--- src/tmc16_pkg.sv ---
//
// Contract
// - Sixteen-bit counter steps once per rising edge of the divided timer clock.
// - Software reads and writes the count; a write replaces it at once.
// - Clear control zeroes count, prescaler state and resets direction to up.
// - Timer clock is one of auxiliary, subsystem or two external clocks.
// - Prescaler divides the selected clock by 1, 2, 4 or 8.
// - Mode 00 stop, 01 up, 10 continuous, 11 up/down; counts only with active source.
// - Period zero halts up and up/down modes; nonzero period restarts upward from zero.
// - Up mode counts zero to period then wraps; period spans period plus one counts.
// - Up mode with count above period restarts from zero immediately.
// - Up mode sets match flag reaching period, rollover flag wrapping to zero.
// - Period change in up mode counts to new period or wraps to zero.
// - Continuous mode counts zero to ffff then wraps; period is a plain compare.
// - Continuous mode sets rollover flag on carry from ffff to zero.
// - Up/down mode counts up to period and back down to zero repeatedly.
// - Count direction is latched across stop and restart; only clear or a period restart from zero resets it.
// - Up/down match flag on period-1 to period, rollover on 0001 to 0000.
// - Period change while descending latches at once but applies after reaching zero.
// - Period change while ascending counts to new period or turns downward.
// - Direct counter writes set no flag and trigger no action.
// - Interrupt request raised per flag when its enable and global enable are set.
//
package tmc16_pkg;

  // ****************************************************************
  // Register map
  // ****************************************************************
  localparam logic [3:0] TMC16_OFF_CTRL = 4'h0;
  localparam logic [3:0] TMC16_OFF_COUNT = 4'h4;
  localparam logic [3:0] TMC16_OFF_PERIOD = 4'h8;
  localparam logic [3:0] TMC16_OFF_FLAGS = 4'hc;

  // Control fields
  localparam int TMC16_CTRL_CLR = 0;
  localparam int TMC16_CTRL_MODE_LO = 1;
  localparam int TMC16_CTRL_DIV_LO = 3;
  localparam int TMC16_CTRL_SRC_LO = 5;
  localparam int TMC16_CTRL_MIE = 7;
  localparam int TMC16_CTRL_RIE = 8;
  localparam int TMC16_CTRL_GIE = 9;
  localparam int TMC16_CTRL_DIR = 10;
  // Flag fields, write one to clear
  localparam int TMC16_FLAG_MATCH = 0;
  localparam int TMC16_FLAG_ROLL = 1;

  localparam logic [15:0] TMC16_COUNT_RST = 16'h0000;
  localparam logic [15:0] TMC16_COUNT_MAX = 16'hffff;
  localparam logic [15:0] TMC16_COUNT_ONE = 16'h0001;
  localparam logic [2:0] TMC16_DIV_RST = 3'h0;
  localparam logic [31:0] TMC16_UNMAPPED = 32'h0000_0000;

  typedef enum logic [1:0] {
    TMC16_MODE_STOP = 2'h0,
    TMC16_MODE_UP = 2'h1,
    TMC16_MODE_CONT = 2'h2,
    TMC16_MODE_UPDN = 2'h3
  } tmc16_mode_t;

  typedef enum logic [1:0] {
    TMC16_SRC_AUX = 2'h0,
    TMC16_SRC_SUB = 2'h1,
    TMC16_SRC_EXTA = 2'h2,
    TMC16_SRC_EXTB = 2'h3
  } tmc16_src_t;

  // Bus access state, one-hot
  typedef enum logic [1:0] {
    TMC16_BUS_IDLE = 2'b01,
    TMC16_BUS_DONE = 2'b10
  } tmc16_bus_t;

  typedef struct packed {
    logic match;
    logic roll;
  } tmc16_irq_t;

endpackage : tmc16_pkg

--- src/tmc16_timer.sv ---
// Register access over Avalon-MM and the register addresses were left to the implementer.
`timescale 1ns/10ps
module tmc16_timer (
  // Clock and reset
  input wire logic clk_sys,
  input wire logic rst_n,
  // Timer clock sources, asynchronous to clk_sys
  input wire logic aux_clock,
  input wire logic subsystem_clock,
  input wire logic ext_clock_a,
  input wire logic ext_clock_b,
  // Avalon-MM slave
  input wire logic [3:0] avs_address,
  input wire logic avs_read,
  input wire logic avs_write,
  input wire logic [31:0] avs_writedata,
  input wire logic [3:0] avs_byteenable,
  output logic [31:0] avs_readdata,
  output logic avs_waitrequest,
  // Events and interrupt requests
  output logic [15:0] count_value,
  output logic match_pulse,
  output tmc16_pkg::tmc16_irq_t irq
);
  import tmc16_pkg::*;

  // ****************************************************************
  // Configuration state
  // ****************************************************************
  logic [1:0] count_mode_select;
  logic [1:0] prescale_select;
  logic [1:0] clock_source_select;
  logic match_irq_enable;
  logic roll_irq_enable;
  logic global_irq_enable;
  logic [15:0] period_register;
  logic [15:0] period_latch;
  logic match_flag;
  logic rollover_flag;
  logic dir_down;
  logic [2:0] div_count;
  tmc16_bus_t bus_state;

  // ****************************************************************
  // Source selection and synchroniser
  // ****************************************************************
  logic src_raw;
  always_comb begin
    case (tmc16_src_t'(clock_source_select))
      TMC16_SRC_AUX: src_raw = aux_clock;
      TMC16_SRC_SUB: src_raw = subsystem_clock;
      TMC16_SRC_EXTA: src_raw = ext_clock_a;
      default: src_raw = ext_clock_b;
    endcase
  end

  // Three stages; the edge counts once stages two and three agree high
  logic [2:0] src_sync;
  logic src_level;
  always_ff @(posedge clk_sys or negedge rst_n) begin
    if (!rst_n) begin
      src_sync <= 3'h0;
      src_level <= 1'b0;
    end else begin
      src_sync <= {src_sync[1:0], src_raw};
      if (src_sync[2] == src_sync[1]) begin
        src_level <= src_sync[2];
      end
    end
  end
  logic src_rise;
  assign src_rise = (src_sync[2] == src_sync[1]) && src_sync[2] && !src_level;

  // ****************************************************************
  // Bus decode
  // ****************************************************************
  logic wr_ctrl, wr_count, wr_period, wr_flags, clr_req;
  assign wr_ctrl = avs_write && bus_state == TMC16_BUS_IDLE && avs_address == TMC16_OFF_CTRL
                   && avs_byteenable[0];
  assign wr_count = avs_write && bus_state == TMC16_BUS_IDLE
                    && avs_address == TMC16_OFF_COUNT && avs_byteenable[0];
  assign wr_period = avs_write && bus_state == TMC16_BUS_IDLE
                     && avs_address == TMC16_OFF_PERIOD && avs_byteenable[0];
  assign wr_flags = avs_write && bus_state == TMC16_BUS_IDLE
                    && avs_address == TMC16_OFF_FLAGS && avs_byteenable[0];
  // Clear is self-clearing: it acts in the write cycle and never stores
  assign clr_req = wr_ctrl && avs_writedata[TMC16_CTRL_CLR];

  // ****************************************************************
  // Prescaler
  // ****************************************************************
  logic div_tick;
  logic [2:0] div_mask;
  assign div_mask = 3'((4'h1 << prescale_select) - 4'h1);
  assign div_tick = src_rise && ((div_count & div_mask) == div_mask);

  always_ff @(posedge clk_sys or negedge rst_n) begin
    if (!rst_n) begin
      div_count <= TMC16_DIV_RST;
    end else if (clr_req) begin
      div_count <= TMC16_DIV_RST;
    end else if (src_rise) begin
      div_count <= (div_tick) ? TMC16_DIV_RST : div_count + 3'h1;
    end
  end

  // ****************************************************************
  // Counting engine
  // ****************************************************************
  logic [15:0] next_count;
  logic next_dir_down;
  logic step;
  logic hit_match, hit_roll;
  logic [15:0] limit;
  tmc16_mode_t mode;
  assign mode = tmc16_mode_t'(count_mode_select);
  // Descending uses the latched copy so a new period waits for zero
  assign limit = dir_down ? period_latch : period_register;

  // Period zero in up or up/down modes halts counting
  assign step = div_tick && mode != TMC16_MODE_STOP
                && !((mode == TMC16_MODE_UP || mode == TMC16_MODE_UPDN)
                     && period_register == TMC16_COUNT_RST);

  always_comb begin
    next_count = count_value;
    next_dir_down = dir_down;
    hit_match = 1'b0;
    hit_roll = 1'b0;
    case (mode)
      TMC16_MODE_UP: begin
        if (count_value >= period_register) begin
          next_count = TMC16_COUNT_RST;
          hit_roll = (count_value == period_register);
        end else begin
          next_count = count_value + TMC16_COUNT_ONE;
          hit_match = (next_count == period_register);
        end
      end
      TMC16_MODE_CONT: begin
        next_count = count_value + TMC16_COUNT_ONE;
        hit_roll = (count_value == TMC16_COUNT_MAX);
        hit_match = (next_count == period_register);
      end
      TMC16_MODE_UPDN: begin
        if (dir_down) begin
          if (count_value == TMC16_COUNT_RST) begin
            next_dir_down = 1'b0;
            next_count = TMC16_COUNT_ONE;
            hit_match = (period_register == TMC16_COUNT_ONE);
          end else begin
            next_count = count_value - TMC16_COUNT_ONE;
            hit_roll = (count_value == TMC16_COUNT_ONE);
            next_dir_down = !(next_count == TMC16_COUNT_RST);
          end
        end else if (count_value >= limit) begin
          next_dir_down = 1'b1;
          next_count = count_value - TMC16_COUNT_ONE;
          hit_roll = (count_value == TMC16_COUNT_ONE);
        end else begin
          next_count = count_value + TMC16_COUNT_ONE;
          hit_match = (next_count == period_register);
        end
      end
      default: next_count = count_value;
    endcase
  end

  // Counter: clear beats bus write beats counting
  always_ff @(posedge clk_sys or negedge rst_n) begin
    if (!rst_n) begin
      count_value <= TMC16_COUNT_RST;
    end else if (clr_req) begin
      count_value <= TMC16_COUNT_RST;
    end else if (wr_count) begin
      count_value <= avs_writedata[15:0];
    end else if (wr_period && period_register == TMC16_COUNT_RST
                 && (mode == TMC16_MODE_UP || mode == TMC16_MODE_UPDN)) begin
      count_value <= TMC16_COUNT_RST;
    end else if (step) begin
      count_value <= next_count;
    end
  end

  // Direction latch survives stop; only clear or a period restart resets it
  always_ff @(posedge clk_sys or negedge rst_n) begin
    if (!rst_n) begin
      dir_down <= 1'b0;
    end else if (clr_req) begin
      dir_down <= 1'b0;
    end else if (wr_period && period_register == TMC16_COUNT_RST) begin
      dir_down <= 1'b0;
    end else if (step && !wr_count) begin
      dir_down <= next_dir_down;
    end
  end

  // Working period copy, refreshed at zero while descending
  always_ff @(posedge clk_sys or negedge rst_n) begin
    if (!rst_n) begin
      period_latch <= TMC16_COUNT_RST;
    end else if (!dir_down || count_value == TMC16_COUNT_RST) begin
      period_latch <= period_register;
    end
  end

  // ****************************************************************
  // Flags and interrupt requests
  // ****************************************************************
  logic ev_match, ev_roll;
  // Direct writes of the counter never produce events
  assign ev_match = step && !wr_count && !clr_req && hit_match;
  assign ev_roll = step && !wr_count && !clr_req && hit_roll;

  // Set beats clear in the same cycle
  always_ff @(posedge clk_sys or negedge rst_n) begin
    if (!rst_n) begin
      match_flag <= 1'b0;
      rollover_flag <= 1'b0;
    end else begin
      match_flag <= ev_match
                    || (match_flag && !(wr_flags && avs_writedata[TMC16_FLAG_MATCH]));
      rollover_flag <= ev_roll
                       || (rollover_flag && !(wr_flags && avs_writedata[TMC16_FLAG_ROLL]));
    end
  end

  always_ff @(posedge clk_sys or negedge rst_n) begin
    if (!rst_n) begin
      irq <= '0;
      match_pulse <= 1'b0;
    end else begin
      irq.match <= match_flag && match_irq_enable && global_irq_enable;
      irq.roll <= rollover_flag && roll_irq_enable && global_irq_enable;
      match_pulse <= ev_match;
    end
  end

  // ****************************************************************
  // Configuration registers
  // ****************************************************************
  always_ff @(posedge clk_sys or negedge rst_n) begin
    if (!rst_n) begin
      count_mode_select <= 2'h0;
      prescale_select <= 2'h0;
      clock_source_select <= 2'h0;
      match_irq_enable <= 1'b0;
      roll_irq_enable <= 1'b0;
      global_irq_enable <= 1'b0;
    end else if (wr_ctrl) begin
      count_mode_select <= avs_writedata[TMC16_CTRL_MODE_LO +: 2];
      prescale_select <= avs_writedata[TMC16_CTRL_DIV_LO +: 2];
      clock_source_select <= avs_writedata[TMC16_CTRL_SRC_LO +: 2];
      match_irq_enable <= avs_writedata[TMC16_CTRL_MIE];
      roll_irq_enable <= avs_writedata[TMC16_CTRL_RIE];
      global_irq_enable <= avs_writedata[TMC16_CTRL_GIE];
    end
  end

  always_ff @(posedge clk_sys or negedge rst_n) begin
    if (!rst_n) begin
      period_register <= TMC16_COUNT_RST;
    end else if (wr_period) begin
      period_register <= avs_writedata[15:0];
    end
  end

  // ****************************************************************
  // Bus answer: every access completes one cycle after it is taken
  // ****************************************************************
  logic [31:0] rd_mux;
  always_comb begin
    rd_mux = TMC16_UNMAPPED;
    case (avs_address)
      TMC16_OFF_CTRL: begin
        rd_mux[TMC16_CTRL_MODE_LO +: 2] = count_mode_select;
        rd_mux[TMC16_CTRL_DIV_LO +: 2] = prescale_select;
        rd_mux[TMC16_CTRL_SRC_LO +: 2] = clock_source_select;
        rd_mux[TMC16_CTRL_MIE] = match_irq_enable;
        rd_mux[TMC16_CTRL_RIE] = roll_irq_enable;
        rd_mux[TMC16_CTRL_GIE] = global_irq_enable;
        rd_mux[TMC16_CTRL_DIR] = dir_down;
      end
      TMC16_OFF_COUNT: rd_mux[15:0] = count_value;
      TMC16_OFF_PERIOD: rd_mux[15:0] = period_register;
      TMC16_OFF_FLAGS: begin
        rd_mux[TMC16_FLAG_MATCH] = match_flag;
        rd_mux[TMC16_FLAG_ROLL] = rollover_flag;
      end
      default: rd_mux = TMC16_UNMAPPED;
    endcase
  end

  always_ff @(posedge clk_sys or negedge rst_n) begin
    if (!rst_n) begin
      bus_state <= TMC16_BUS_IDLE;
      avs_waitrequest <= 1'b1;
      avs_readdata <= TMC16_UNMAPPED;
    end else begin
      case (bus_state)
        TMC16_BUS_IDLE: begin
          if (avs_read || avs_write) begin
            bus_state <= TMC16_BUS_DONE;
            avs_waitrequest <= 1'b0;
            avs_readdata <= rd_mux;
          end
        end
        TMC16_BUS_DONE: begin
          bus_state <= TMC16_BUS_IDLE;
          avs_waitrequest <= 1'b1;
        end
        default: begin
          bus_state <= TMC16_BUS_IDLE;
          avs_waitrequest <= 1'b1;
        end
      endcase
    end
  end

  // ****************************************************************
  // Checks
  // ****************************************************************
  a_clear_zeroes: assert property (@(posedge clk_sys) disable iff (!rst_n)
    clr_req |=> count_value == TMC16_COUNT_RST && !dir_down)
    else $error("clear did not zero counter and direction");
  a_write_direct: assert property (@(posedge clk_sys) disable iff (!rst_n)
    wr_count && !clr_req |=> count_value == $past(avs_writedata[15:0]))
    else $error("counter write not immediate");
  a_stop_holds: assert property (@(posedge clk_sys) disable iff (!rst_n)
    mode == TMC16_MODE_STOP && !wr_count && !clr_req && !wr_period |=> $stable(count_value))
    else $error("counter moved while stopped");
  a_up_wrap: assert property (@(posedge clk_sys) disable iff (!rst_n)
    step && mode == TMC16_MODE_UP && count_value == period_register && !wr_count && !clr_req
    |=> count_value == TMC16_COUNT_RST && rollover_flag)
    else $error("up mode did not wrap with rollover");
  a_cont_carry: assert property (@(posedge clk_sys) disable iff (!rst_n)
    step && mode == TMC16_MODE_CONT && count_value == TMC16_COUNT_MAX && !wr_count && !clr_req
    |=> count_value == TMC16_COUNT_RST && rollover_flag)
    else $error("continuous carry missed rollover");
  a_updn_roll: assert property (@(posedge clk_sys) disable iff (!rst_n)
    step && mode == TMC16_MODE_UPDN && dir_down && count_value == TMC16_COUNT_ONE
    && !wr_count && !clr_req |=> count_value == TMC16_COUNT_RST && rollover_flag)
    else $error("up/down rollover missed");
  a_write_quiet: assert property (@(posedge clk_sys) disable iff (!rst_n)
    wr_count && !match_flag && !rollover_flag && !ev_match |=> !match_flag && !rollover_flag)
    else $error("direct write raised a flag");
  a_flag_sticky: assert property (@(posedge clk_sys) disable iff (!rst_n)
    match_flag && !wr_flags |=> match_flag)
    else $error("match flag dropped without clear");
  a_irq_gate: assert property (@(posedge clk_sys) disable iff (!rst_n)
    rollover_flag && roll_irq_enable && global_irq_enable |=> irq.roll)
    else $error("rollover request missing");
  a_bus_answer: assert property (@(posedge clk_sys) disable iff (!rst_n)
    (avs_read || avs_write) && avs_waitrequest |-> ##[1:2] !avs_waitrequest)
    else $error("bus answer late");
  // A zero period must freeze the count until a nonzero period restarts it
  a_period_halt: assert property (@(posedge clk_sys) disable iff (!rst_n)
    (mode == TMC16_MODE_UP || mode == TMC16_MODE_UPDN) && period_register == TMC16_COUNT_RST
    && !wr_count && !clr_req && !wr_period |=> $stable(count_value))
    else $error("counter moved with zero period");
  a_dir_latched: assert property (@(posedge clk_sys) disable iff (!rst_n)
    !clr_req && !step && !wr_period |=> $stable(dir_down))
    else $error("direction changed without counting");
  a_updn_match: assert property (@(posedge clk_sys) disable iff (!rst_n)
    step && mode == TMC16_MODE_UPDN && !dir_down && count_value < period_register
    && next_count == period_register && !wr_count && !clr_req |=> match_flag)
    else $error("up/down match missed");
  a_roll_sticky: assert property (@(posedge clk_sys) disable iff (!rst_n)
    rollover_flag && !wr_flags |=> rollover_flag)
    else $error("rollover flag dropped without clear");
  c_period_restart: cover property (@(posedge clk_sys) disable iff (!rst_n)
    wr_period && period_register == TMC16_COUNT_RST);
  c_up_wrap: cover property (@(posedge clk_sys) disable iff (!rst_n) ev_roll && mode == TMC16_MODE_UP);
  c_updn_turn: cover property (@(posedge clk_sys) disable iff (!rst_n) $rose(dir_down));
  c_cont_carry: cover property (@(posedge clk_sys) disable iff (!rst_n)
    ev_roll && mode == TMC16_MODE_CONT);
  c_clear_run: cover property (@(posedge clk_sys) disable iff (!rst_n) clr_req && step);

endmodule : tmc16_timer

--- config.mk ---
export PLATFORM = sky130hd
export DESIGN_NAME = tmc16_timer
export DESIGN_NICKNAME = d
export VERILOG_FILES = /design/src/tmc16_pkg.sv /design/src/tmc16_timer.sv
export SDC_FILE = /design/constraint.sdc
export NUM_CORES = 1
export LEC_CHECK = 0
export CAP_MARGIN = 20
export CELL_PAD_IN_SITES_DETAIL_PLACEMENT = 0
export CELL_PAD_IN_SITES_GLOBAL_PLACEMENT = 2
export CORE_MARGIN = 5
export CORE_UTILIZATION = 40
export CTS_CLUSTER_DIAMETER = 60
export DETAILED_ROUTE_END_ITERATION = 10
export DONT_BUFFER_PORTS = 1
export PLACE_DENSITY_LB_ADDON = 0.1
export SYNTH_ARGS = -nofsm -noshare
export SYNTH_HDL_FRONTEND = slang
export SYNTH_SLANG_ARGS = --single-unit
--- constraint.sdc ---
create_clock -name clk_sys -period 11.1 [get_ports clk_sys]
set_input_delay 0.555 -clock clk_sys [delete_from_list [all_inputs] [get_ports clk_sys]]
set_output_delay 0.555 -clock clk_sys [all_outputs]
set_load 0.005 [all_outputs]
== Word-level counts from Yosys, hierarchy flattened ==
Index checks and enable logic that the tools add are counted.

* Add/subtract/negate cells: 4
* $lt $le $gt $ge: 2
* Equality and inequality tests: 17
* Shift operators: 1
* Mux-type cells: 39
* Bitwise logic cells: 1
* Reduce and logical (&&, ||, !) cells: 57

{| class="wikitable"
|+ Operators with widths
! operator !! number
|-
| $mux 16 || 9
|-
| $logic_not 16->1 || 3
|-
| $pmux 16 s3 || 1
|-
| $eq 16x1->1 const B || 2
|-
| $eq 16x16->1 || 2
|-
| $ge 16x16->1 || 2
|-
| $logic_and 1x1->1 || 30
|-
| $pmux 9 s3 || 1
|-
| $mux 1 || 17
|-
| $add 16x1->16 const B || 1
|-
| $eq 16x16->1 const B || 1
|-
| $sub 16x1->16 const B || 1
|-
| $pmux 1 s3 || 4
|-
| $pmux 5 s2 || 1
|-
| $mux 3 || 3
|-
| $eq 4x4->1 const B || 2
|-
| $logic_not 1->1 || 8
|-
| $eq 2x1->1 const B || 3
|-
| $eq 2x2->1 const B || 3
|-
| $reduce_and 2->1 || 3
|-
| $reduce_bool 3->1 || 2
|-
| $reduce_bool 6->1 || 1
|-
| $logic_or 1x1->1 || 5
|-
| $eq 4x3->1 const B || 1
|-
| 13 further kinds || 15
|}

* Register bits: 89
* Input bits: 48
* Output and inout port bits: 52
* Logic and storage cells: 142

== Depth between registers and ports, before layout ==
Gate-level depths: netlist of run 1.

* Depth after elaboration: 11
* Depth in mapped cells: 13
* Depth with buffers taken out: 9

== Worst setup path before layout of run 1 ==
OpenSTA, ideal clock, no wires.

* Kind: register to register
* Start point: reg dir_down
* End point: reg count_value[3]
* Library setup time: 0.099 ns
* Data arrival time: 3.394 ns
* Data required time: 11.001 ns
* Slack: 7.607 ns
* Stages on the path, launching flop included: 13
* Path buffers: 3
* Clock period less this slack: 3.493 ns
* Cells stage by stage: dfrtp_1 buf_1 clkbuf_1 mux2i_1 ha_1 nand4_1 or2_0 o41ai_1 o311ai_0 buf_2 nor4_1 o221ai_1 a311oi_1

* Cells in the longest elaborated chain, start to end: 9

{| class="wikitable"
|+ Ends and longest elaborated chain
! element !! RTL line !! RTL
|-
| from (decl) || tmc16_timer.sv:40 || <nowiki>logic dir_down;</nowiki>
|-
| from (signal assigned) || tmc16_timer.sv:194 || <nowiki>dir_down <= next_dir_down;</nowiki>
|-
| $mux 16 || tmc16_timer.sv:118 || <nowiki>assign limit = dir_down ? period_latch : period_register;</nowiki>
|-
| $ge 16x16->1 || tmc16_timer.sv:156 || <nowiki>end else if (count_value >= limit) begin</nowiki>
|-
| $mux 16 || tmc16_timer.sv:156 ||
|-
| $mux 16 (*) || tmc16_timer.sv:146 || <nowiki>if (dir_down) begin</nowiki>
|-
| $pmux 16 s3 (*) || tmc16_timer.sv:130 || <nowiki>case (mode)</nowiki>
|-
| $mux 16 (*) || tmc16_timer.sv:180 || <nowiki>end else if (step) begin</nowiki>
|-
| $mux 16 (*) || tmc16_timer.sv:177 || <nowiki>end else if (wr_period && period_register == TMC16_COUNT_RST</nowiki>
|-
| $mux 16 (*) || tmc16_timer.sv:175 || <nowiki>end else if (wr_count) begin</nowiki>
|-
| $mux 16 (*) || tmc16_timer.sv:173 || <nowiki>end else if (clr_req) begin</nowiki>
|-
| to (signal assigned) || tmc16_timer.sv:176 || <nowiki>count_value <= avs_writedata[15:0];</nowiki>
|-
| to (signal assigned) || tmc16_timer.sv:181 || <nowiki>count_value <= next_count;</nowiki>
|-
| to (decl) || tmc16_timer.sv:21 || <nowiki>output logic [15:0] count_value,</nowiki>
|}

Mark *: on every way between the ends. The rest lies on a longest branch, timed or not. The select of a mux whose other input is x is not followed.
A chain may end at the register's enable or synchronous reset.

== Worst setup path after layout of run 1 ==
Same ends and word-level chain as after synthesis.

==> results of run 1 <==
==> layer usage <==
| layer | vias up | GRT usage [%] | routed length [um] |
|---|---|---|---|
| met4 | 2 | 8.038 | 502 |
| met1 | 2815 | 33.30 | 10050 |
| met3 | 31 | 3.762 | 1264 |
| li1 | 2593 | - | - |
| met5 | - | 0 | 9 |
| met2 | 188 | 37.60 | 10260 |
==> Yosys cell counts (3+ instances only) <==
master	n
buf_2	11
nor4_1	20
o221ai_1	3
nor3_1	13
a211oi_1	7
a31oi_1	9
or2_2	5
o21a_1	5
nor2b_1	4
nand4_1	20
nand4b_1	3
xor2_1	10
clkbuf_1	42
a21oi_1	27
ha_1	39
a22oi_1	11
nor2_1	30
o31ai_1	6
and3_1	7
or3_1	5
or4_1	5
buf_4	18
and2_1	5
a22o_1	11
a21o_1	6
o21ai_0	61
xnor2_1	18
o31a_1	3
mux2i_1	26
inv_1	26
o21ai_1	3
nand3_1	15
mux2_2	30
nand2_1	71
a2111oi_0	3
o2111ai_1	3
dfrtp_1	87
and4_1	6
nand2b_1	10
a221oi_1	5
==> kinds of logic (layout without fill, tap and decap cells) <==
group,Yosys count,in the layout,synth area share [%]
mux,58,58,9.923
fa+ha+maj,40,40,7.683
xor+xnor,28,28,3.784
other cells,1,16,0.05786
simple gates,230,230,18.78
compound gates,185,185,18.78
buf+inv,99,54,6.988
flops,88,88,34.00
==> final cells by class <==
cell class,count,area [um2]
Timing Repair Buffer,12,110.1
Tap cell,216,270.3
Inverter,26,97.59
Clock buffer,12,236.5
Sequential cell,88,2203
Multi-Input combinational cell,557,3892
Fill cell,1606,9020
Clock inverter,4,55.05
==> how the worst max path moves through the flow <==
stage	from	to	slack, ns	cells past startpoint
after global placement	dir_down$_DFFE_PN0P_	count_value[3]$_DFFE_PN0P_	7.33	10
after floorplan	dir_down$_DFFE_PN0P_	count_value[3]$_DFFE_PN0P_	7.61	12
after detailed placement	dir_down$_DFFE_PN0P_	count_value[3]$_DFFE_PN0P_	7.22	10
after CTS	dir_down$_DFFE_PN0P_	count_value[3]$_DFFE_PN0P_	7.21	10
final	dir_down$_DFFE_PN0P_	count_value[3]$_DFFE_PN0P_	7.17	10
after global routing	dir_down$_DFFE_PN0P_	count_value[3]$_DFFE_PN0P_	7.04	10
==> flip-flops by register name, indices dropped and copies added (netlist names), 2 cells and up <==
name	cells
prescale_select	2
bus_state	2
irq	2
src_sync	3
count_mode_select	2
clock_source_select	2
count_value	16
div_count	3
period_register	16
period_latch	16
avs_readdata	16
==> critical path, delay by kind of cell, from the launching register on <==
kind	cells	cell delay, ns
flip-flops	1	0.35
AND/OR/NAND/NOR	2	0.38
multiplexers	2	0.56
AO/OA/AOI/OAI	4	1.80
adder cells (fa/ha/maj)	1	0.34
buffers and inverters	1	0.33
==> placed cells by master (no fill, tap or decap), types with 6 or more instances in the layout <==
master,instances
a211oi_1,7
a21o_1,6
a21oi_1,27
a22o_1,11
a22oi_1,11
a31oi_1,9
and3_1,7
and4_1,6
buf_4,11
clkbuf_16,9
conb_1,16
dfrtp_1,87
ha_1,39
inv_1,26
mux2_2,30
mux2i_1,26
nand2_1,71
nand2b_1,10
nand3_1,15
nand4_1,20
nor2_1,30
nor3_1,13
nor4_1,20
o21ai_0,61
o31ai_1,6
xnor2_1,18
xor2_1,10
==> per-stage QoR <==
step	instance area (um2)	std cells	utilization (%)	setup WS [ns]
after global placement	6546	898	41.21	7.326
after floorplan	6538	744	-	7.607
final	6865	915	43.22	7.175
after CTS	6865	915	43.22	7.210
after global routing	6865	915	43.22	7.037
after detailed placement	6546	898	41.21	7.224
==> power by group <==
part | internal (uW) | total [uW] | switching (uW)
clock | 176 | 309 | 133
combinational | 288 | 685 | 397
sequential | 417 | 623 | 206
total | 880 | 1620 | 736
==> what timing repair did <==
| action | 4_1_cts | 5_1_grt |
|---|---|---|
| hold buffers | 1 | 0 |
| endpoints found under the hold margin | 87 | 0 |
| gates resized for setup | 0 | 0 |
==> out/qor.yml, run 1 <==
worst_setup_path:
  r2r-end: "count_value[3]$_DFFE_PN0P_"
  crit_chain: "buf_4 > mux2i_1 > ha_1 > nand4_1 > or2_0 > o41ai_1 > o311a_1 > mux2_2 > o221ai_1 > a311oi_1"
  worstPathArrival_ns: 4.12
  required_ns: 11.30
  worst_setup_path_start_kind: "flip-flop"
  reg2reg_depth: 10
  critPathKind: "reg2reg"
  r2r_start: "dir_down$_DFFE_PN0P_"
  cpPeakStageDelay_ns: 0.79
  critPathMaxFanout: 22
  crit_slowest_cell: "o311a_1"
  r2r_slack_ns: 7.17
  end_kind: "flip-flop"
sta:
  hold_viol: 0
  rsz0062_at_grt: "false"
  setup_violations: 0
  relSlewSlack_pct: 27.62
  finalCritPeriodShare_pct: 35.36
  tns_ns: 0
  worst_pin_slew_ns: 1.076
  fmaxAchievable_mhz: 254.8
  min_period_ns: 3.925
  final_max_slew_viol_count: 0
  skew_ns: 0.006516
  hold_slack_ns: 0.03741
synth:
  ys.flop_type: "dfrtp_1"
  synth.area.top_cells: "dfrtp_1 (34%), ha_1 (7.5%), mux2_2 (5.2%)"
  netlist_area_um2: 6481
  synth_top_area_share_pct: 33.59
  async_flop_share_pct: 100.0
  synth_cells: 729
  synth_cell_type_count: 73
  seq_area_frac_synth_pct: 34.00
  yosysTopAreaCell: "dfrtp_1"
  ys_ff_latch: 88
  yosysWarnings: 0
  synth_edf_count: 0
  syn_area_per_cell_um2: 8.891
layout:
  drive_above_1_share_pct: 10.30
  area_growth_pct: 5.927
  n_antenna_cell: 0
  nets: 781
global_route:
  overflow: 0
  grt_max_degree: 88
  grt_pass1_wl_um: 33690
  antenna_found_initial: 1
  grt_pass1_vias: 5416
  grt_use_total_pct: 23.83
pwr:
  finalPower_uw: 1617
  peakVddDrop_uv: 88.28
  leakage_uw: 0.002795
  power_density_nw_per_um2: 235.5
cts:
  cts_buffer_depth: 2
  cts.clk_slew.worst_paths_ns: 0.07
  clk_latency_ns: 0.35
  clkSinkCount: 88
  htreeDepth: 3
  numCtsBuffers: 9
  cts_tree: "yes"
  cts_root_buf: "clkbuf_16"
  postCtsSetupBuffers: 0
place:
  hpwl_um: 15970
  routabilityCongestion: 0.9141
  port_buffers: 0
die:
  die-area_um2: 18850
  ios: 100
  coreArea_um2: 15890
  row_count: 46
  start_util_pct: 40.80
  die_height_um: 137.3
  die_w_um: 137.3
detailed_routing:
  drt_pre_antenna_iters: 5
  drcViolationCount: 0
  finalWirelength_um: 22090
  num_vias: 5629
  first_iter_violations: 556
  antenna_left: 0
  viasPerCell: 6.152
  wl_per_cell_um: 24.14
hold_path:
  min_path_type: "in2async"
outcome:
  outcome: "completed"
run:
  drv_cap: 0
No activity file was read; power rests on OpenSTA's default activity.
==> run 2, diff against run 1 <==
--- a/config.mk
+++ b/config.mk
@@ -9,7 +9,7 @@
 export CELL_PAD_IN_SITES_DETAIL_PLACEMENT = 0
 export CELL_PAD_IN_SITES_GLOBAL_PLACEMENT = 2
 export CORE_MARGIN = 5
-export CORE_UTILIZATION = 40
+export CORE_UTILIZATION = 36
 export CTS_CLUSTER_DIAMETER = 60
 export DETAILED_ROUTE_END_ITERATION = 10
 export DONT_BUFFER_PORTS = 1
==> constraint.sdc (replaced) <==
create_clock -name clk_sys -period 3.3 [get_ports clk_sys]
set_input_delay 0.165 -clock clk_sys [delete_from_list [all_inputs] [get_ports clk_sys]]
set_output_delay 0.165 -clock clk_sys [all_outputs]
set_load 0.005 [all_outputs]
==> run 2 against run 1 <==
Against the previous run:
- fmax up 24%
- worst setup slack worse by 7.0 ns
- die area rose by 10%
- flip-flop and latch count did not move
- first-iteration DRC count fell by 20%
- cell area grew 9.8%
- total power rose to 3.5 times the previous value
- final cell count grew 10%
- critical endpoint is now count_value[15]$_DFFE_PN0P_
==> out/qor.yml, run 2 (synthesis gave the netlist of run 1 again) <==
outcome:
  outcome: "completed"
layout:
  layout_common_cells: "dfrtp_1 (87), nand2_1 (71), buf_4 (70)"
  drive_above_1_share_pct: 17.07  # +6.8 points
  mostFrequentLayoutCell: "dfrtp_1"
  nets: 861  # +10%
  area_growth_pct: 16.27
  n_antenna_cell: 0  # unchanged
place:
  dp_worst_setup_slack_ns: 0.06753  # -7.157 ns
  hpwl_um: 18170  # +14%
  port_buffers: 0  # unchanged
  routabilityCongestion: 0.8723  # -4.6%
global_route:
  grt_max_degree: 89  # +1.1%
  antenna_found_initial: 2  # +1
  grt_pass1_wl_um: 37220  # +10%
  grt_use_total_pct: 23.76  # -0.061 points
  grt_pass1_vias: 6032  # +11%
  overflow: 0  # unchanged
hold_path:
  min_path_type: "in2reg"
  hp-start: "avs_writedata[1]"
  hold_end: "rollover_flag$_DFF_PN0_"
  holdPathStages: 3
worst_setup_path:
  worstPathArrival_ns: 3.40  # -0.72 ns
  path_buf_inv: 3  # +2
  worst_setup_path_start_kind: "flip-flop"
  crit_slowest_cell: "a2111oi_0"
  critPathMaxFanout: 18  # -18%
  end_kind: "flip-flop"
  reg2reg_depth: 12  # +2
  crit_family: "compound AO/OA/AOI/OAI gates"
  crit_chain: "mux2_2 > ha_1 > nand2b_1 > a2111oi_0 > o41ai_1 > buf_4 > o311ai_4 > buf_12 > nor2_2 > buf_4 > a221oi_1 > o31ai_1"
  cpPeakStageDelay_ns: 0.42  # -0.37 ns
  r2r_start: "dir_down$_DFFE_PN0P_"
  required_ns: 3.53  # -7.77 ns
  r2r-end: "count_value[15]$_DFFE_PN0P_"
  critPathKind: "reg2reg"
  r2r_slack_ns: 0.13  # -7.04 ns
  cp_common_cell: "buf_4"
sta:
  finalCritPeriodShare_pct: 95.91  # +61 points
  setup_violations: 0  # unchanged
  skew_ns: 0.01108  # +0.004561 ns
  hold_viol: 0  # unchanged
  min_period_ns: 3.165  # -0.7601 ns
  relSlewSlack_pct: 30.16  # +2.5 points
  setup_slack_ns: 0.1349  # -7.040 ns
  tns_ns: 0  # unchanged
  rsz0062_at_grt: "false"
  fmaxAchievable_mhz: 315.9  # +24%
  final_max_slew_viol_count: 0  # unchanged
  worst_pin_slew_ns: 1.038  # -0.03776 ns
cts:
  cts_buffer_depth: 2  # unchanged
  cts_root_buf: "clkbuf_16"
  postCtsSetupBuffers: 0  # unchanged
  cts.clk_slew.worst_paths_ns: 0.07  # about the same
  clkSinkCount: 88  # unchanged
  htreeDepth: 3  # unchanged
  clk_latency_ns: 0.35  # about the same
  numCtsBuffers: 9  # unchanged
  cts_tree: "yes"
detailed_routing:
  num_vias: 5920  # +5.2%
  drt_pre_antenna_iters: 5  # unchanged
  wl_per_cell_um: 24.16  # about the same
  finalWirelength_um: 24350  # +10%
  drcViolationCount: 0  # unchanged
  first_iter_violations: 447  # -20%
  antenna_left: 0  # unchanged
  viasPerCell: 5.873  # -4.5%
run:
  drv_cap: 0  # unchanged
pwr:
  power_density_nw_per_um2: 760.8  # +220%
  leakage_uw: 0.003168  # +13%
  finalPower_uw: 5733  # +250%
  peakVddDrop_uv: 328.4  # +270%
die:
  die_w_um: 144.2  # +5.0%
  coreArea_um2: 17840  # +12%
  ios: 100  # unchanged
  die_height_um: 144.2  # +5.0%
  start_util_pct: 36.33  # -4.5 points
  die-area_um2: 20790  # +10%
  row_count: 49  # +6.5%
[run 2: report_power, final]
part / total (uW) / switching, uW / leakage [uW] / internal, uW
clock network: 976 / 462 / 0.000123 / 514
logic: 2930 / 1710 / 0.00198 / 1210
registers: 1830 / 424 / 0.00107 / 1410
total: 5730 / 2600 / 0.00317 / 3130
[run 2: metal layers]
| layer | vias up | global-route usage (%) | wire length (um) |
|---|---|---|---|
| li1 | 2768 | - | - |
| met1 | 2942 | 33.44 | 11290 |
| met2 | 173 | 38.27 | 11460 |
| met3 | 33 | 3.373 | 1134 |
| met4 | 4 | 6.627 | 439 |
| met5 | - | 0 | 21 |
[run 2: repair_timing]
item                                    in CTS  in global routing
endpoints found under the setup margin       0                  6
hold endpoints to repair                   126                  0
hold buffers                                20                  0
resized for setup                            0                  2
[run 2: area by class of cell]
type                    count  area [um2]
inverters                  26       97.59
multi-input cells         557        3900
clock buffers              12       236.5
repair buffers             92       783.3
well taps                 229       286.5
fillers                  1738       10300
flip-flops and latches     88        2203
clock inverters             4       28.78
[run 2: tightest hold or removal path, cell delays in order]
cell and delay [ns]:
nand2_1 0.04, nand2_1 0.05, o21ai_0 0.07
[run 2: worst max path at each step]
stage | from | slack (ns) | depth (start not counted) | end
floorplan | dir_down$_DFFE_PN0P_ | 0.19 | 12 | count_value[3]$_DFFE_PN0P_
global placement | dir_down$_DFFE_PN0P_ | 0.11 | 11 | count_value[3]$_DFFE_PN0P_
detailed placement | dir_down$_DFFE_PN0P_ | 0.07 | 11 | count_value[15]$_DFFE_PN0P_
CTS | dir_down$_DFFE_PN0P_ | 0.04 | 11 | count_value[15]$_DFFE_PN0P_
global route | dir_down$_DFFE_PN0P_ | 0.008 | 12 | count_value[15]$_DFFE_PN0P_
finish | dir_down$_DFFE_PN0P_ | 0.13 | 12 | count_value[15]$_DFFE_PN0P_
[run 2: stage by stage]
stage	hold slack (ns)	instances	utilization, %	cell area, um2
2_1_floorplan	-0.1306	744	-	6540
3_3_place_gp	-0.1273	972	39.47	7042
5_1_grt	0.02559	1008	42.24	7536
3_5_place_dp	-0.1270	972	39.47	7042
6_report	0.01492	1008	42.24	7536
4_1_cts	0.01158	1008	42.18	7525
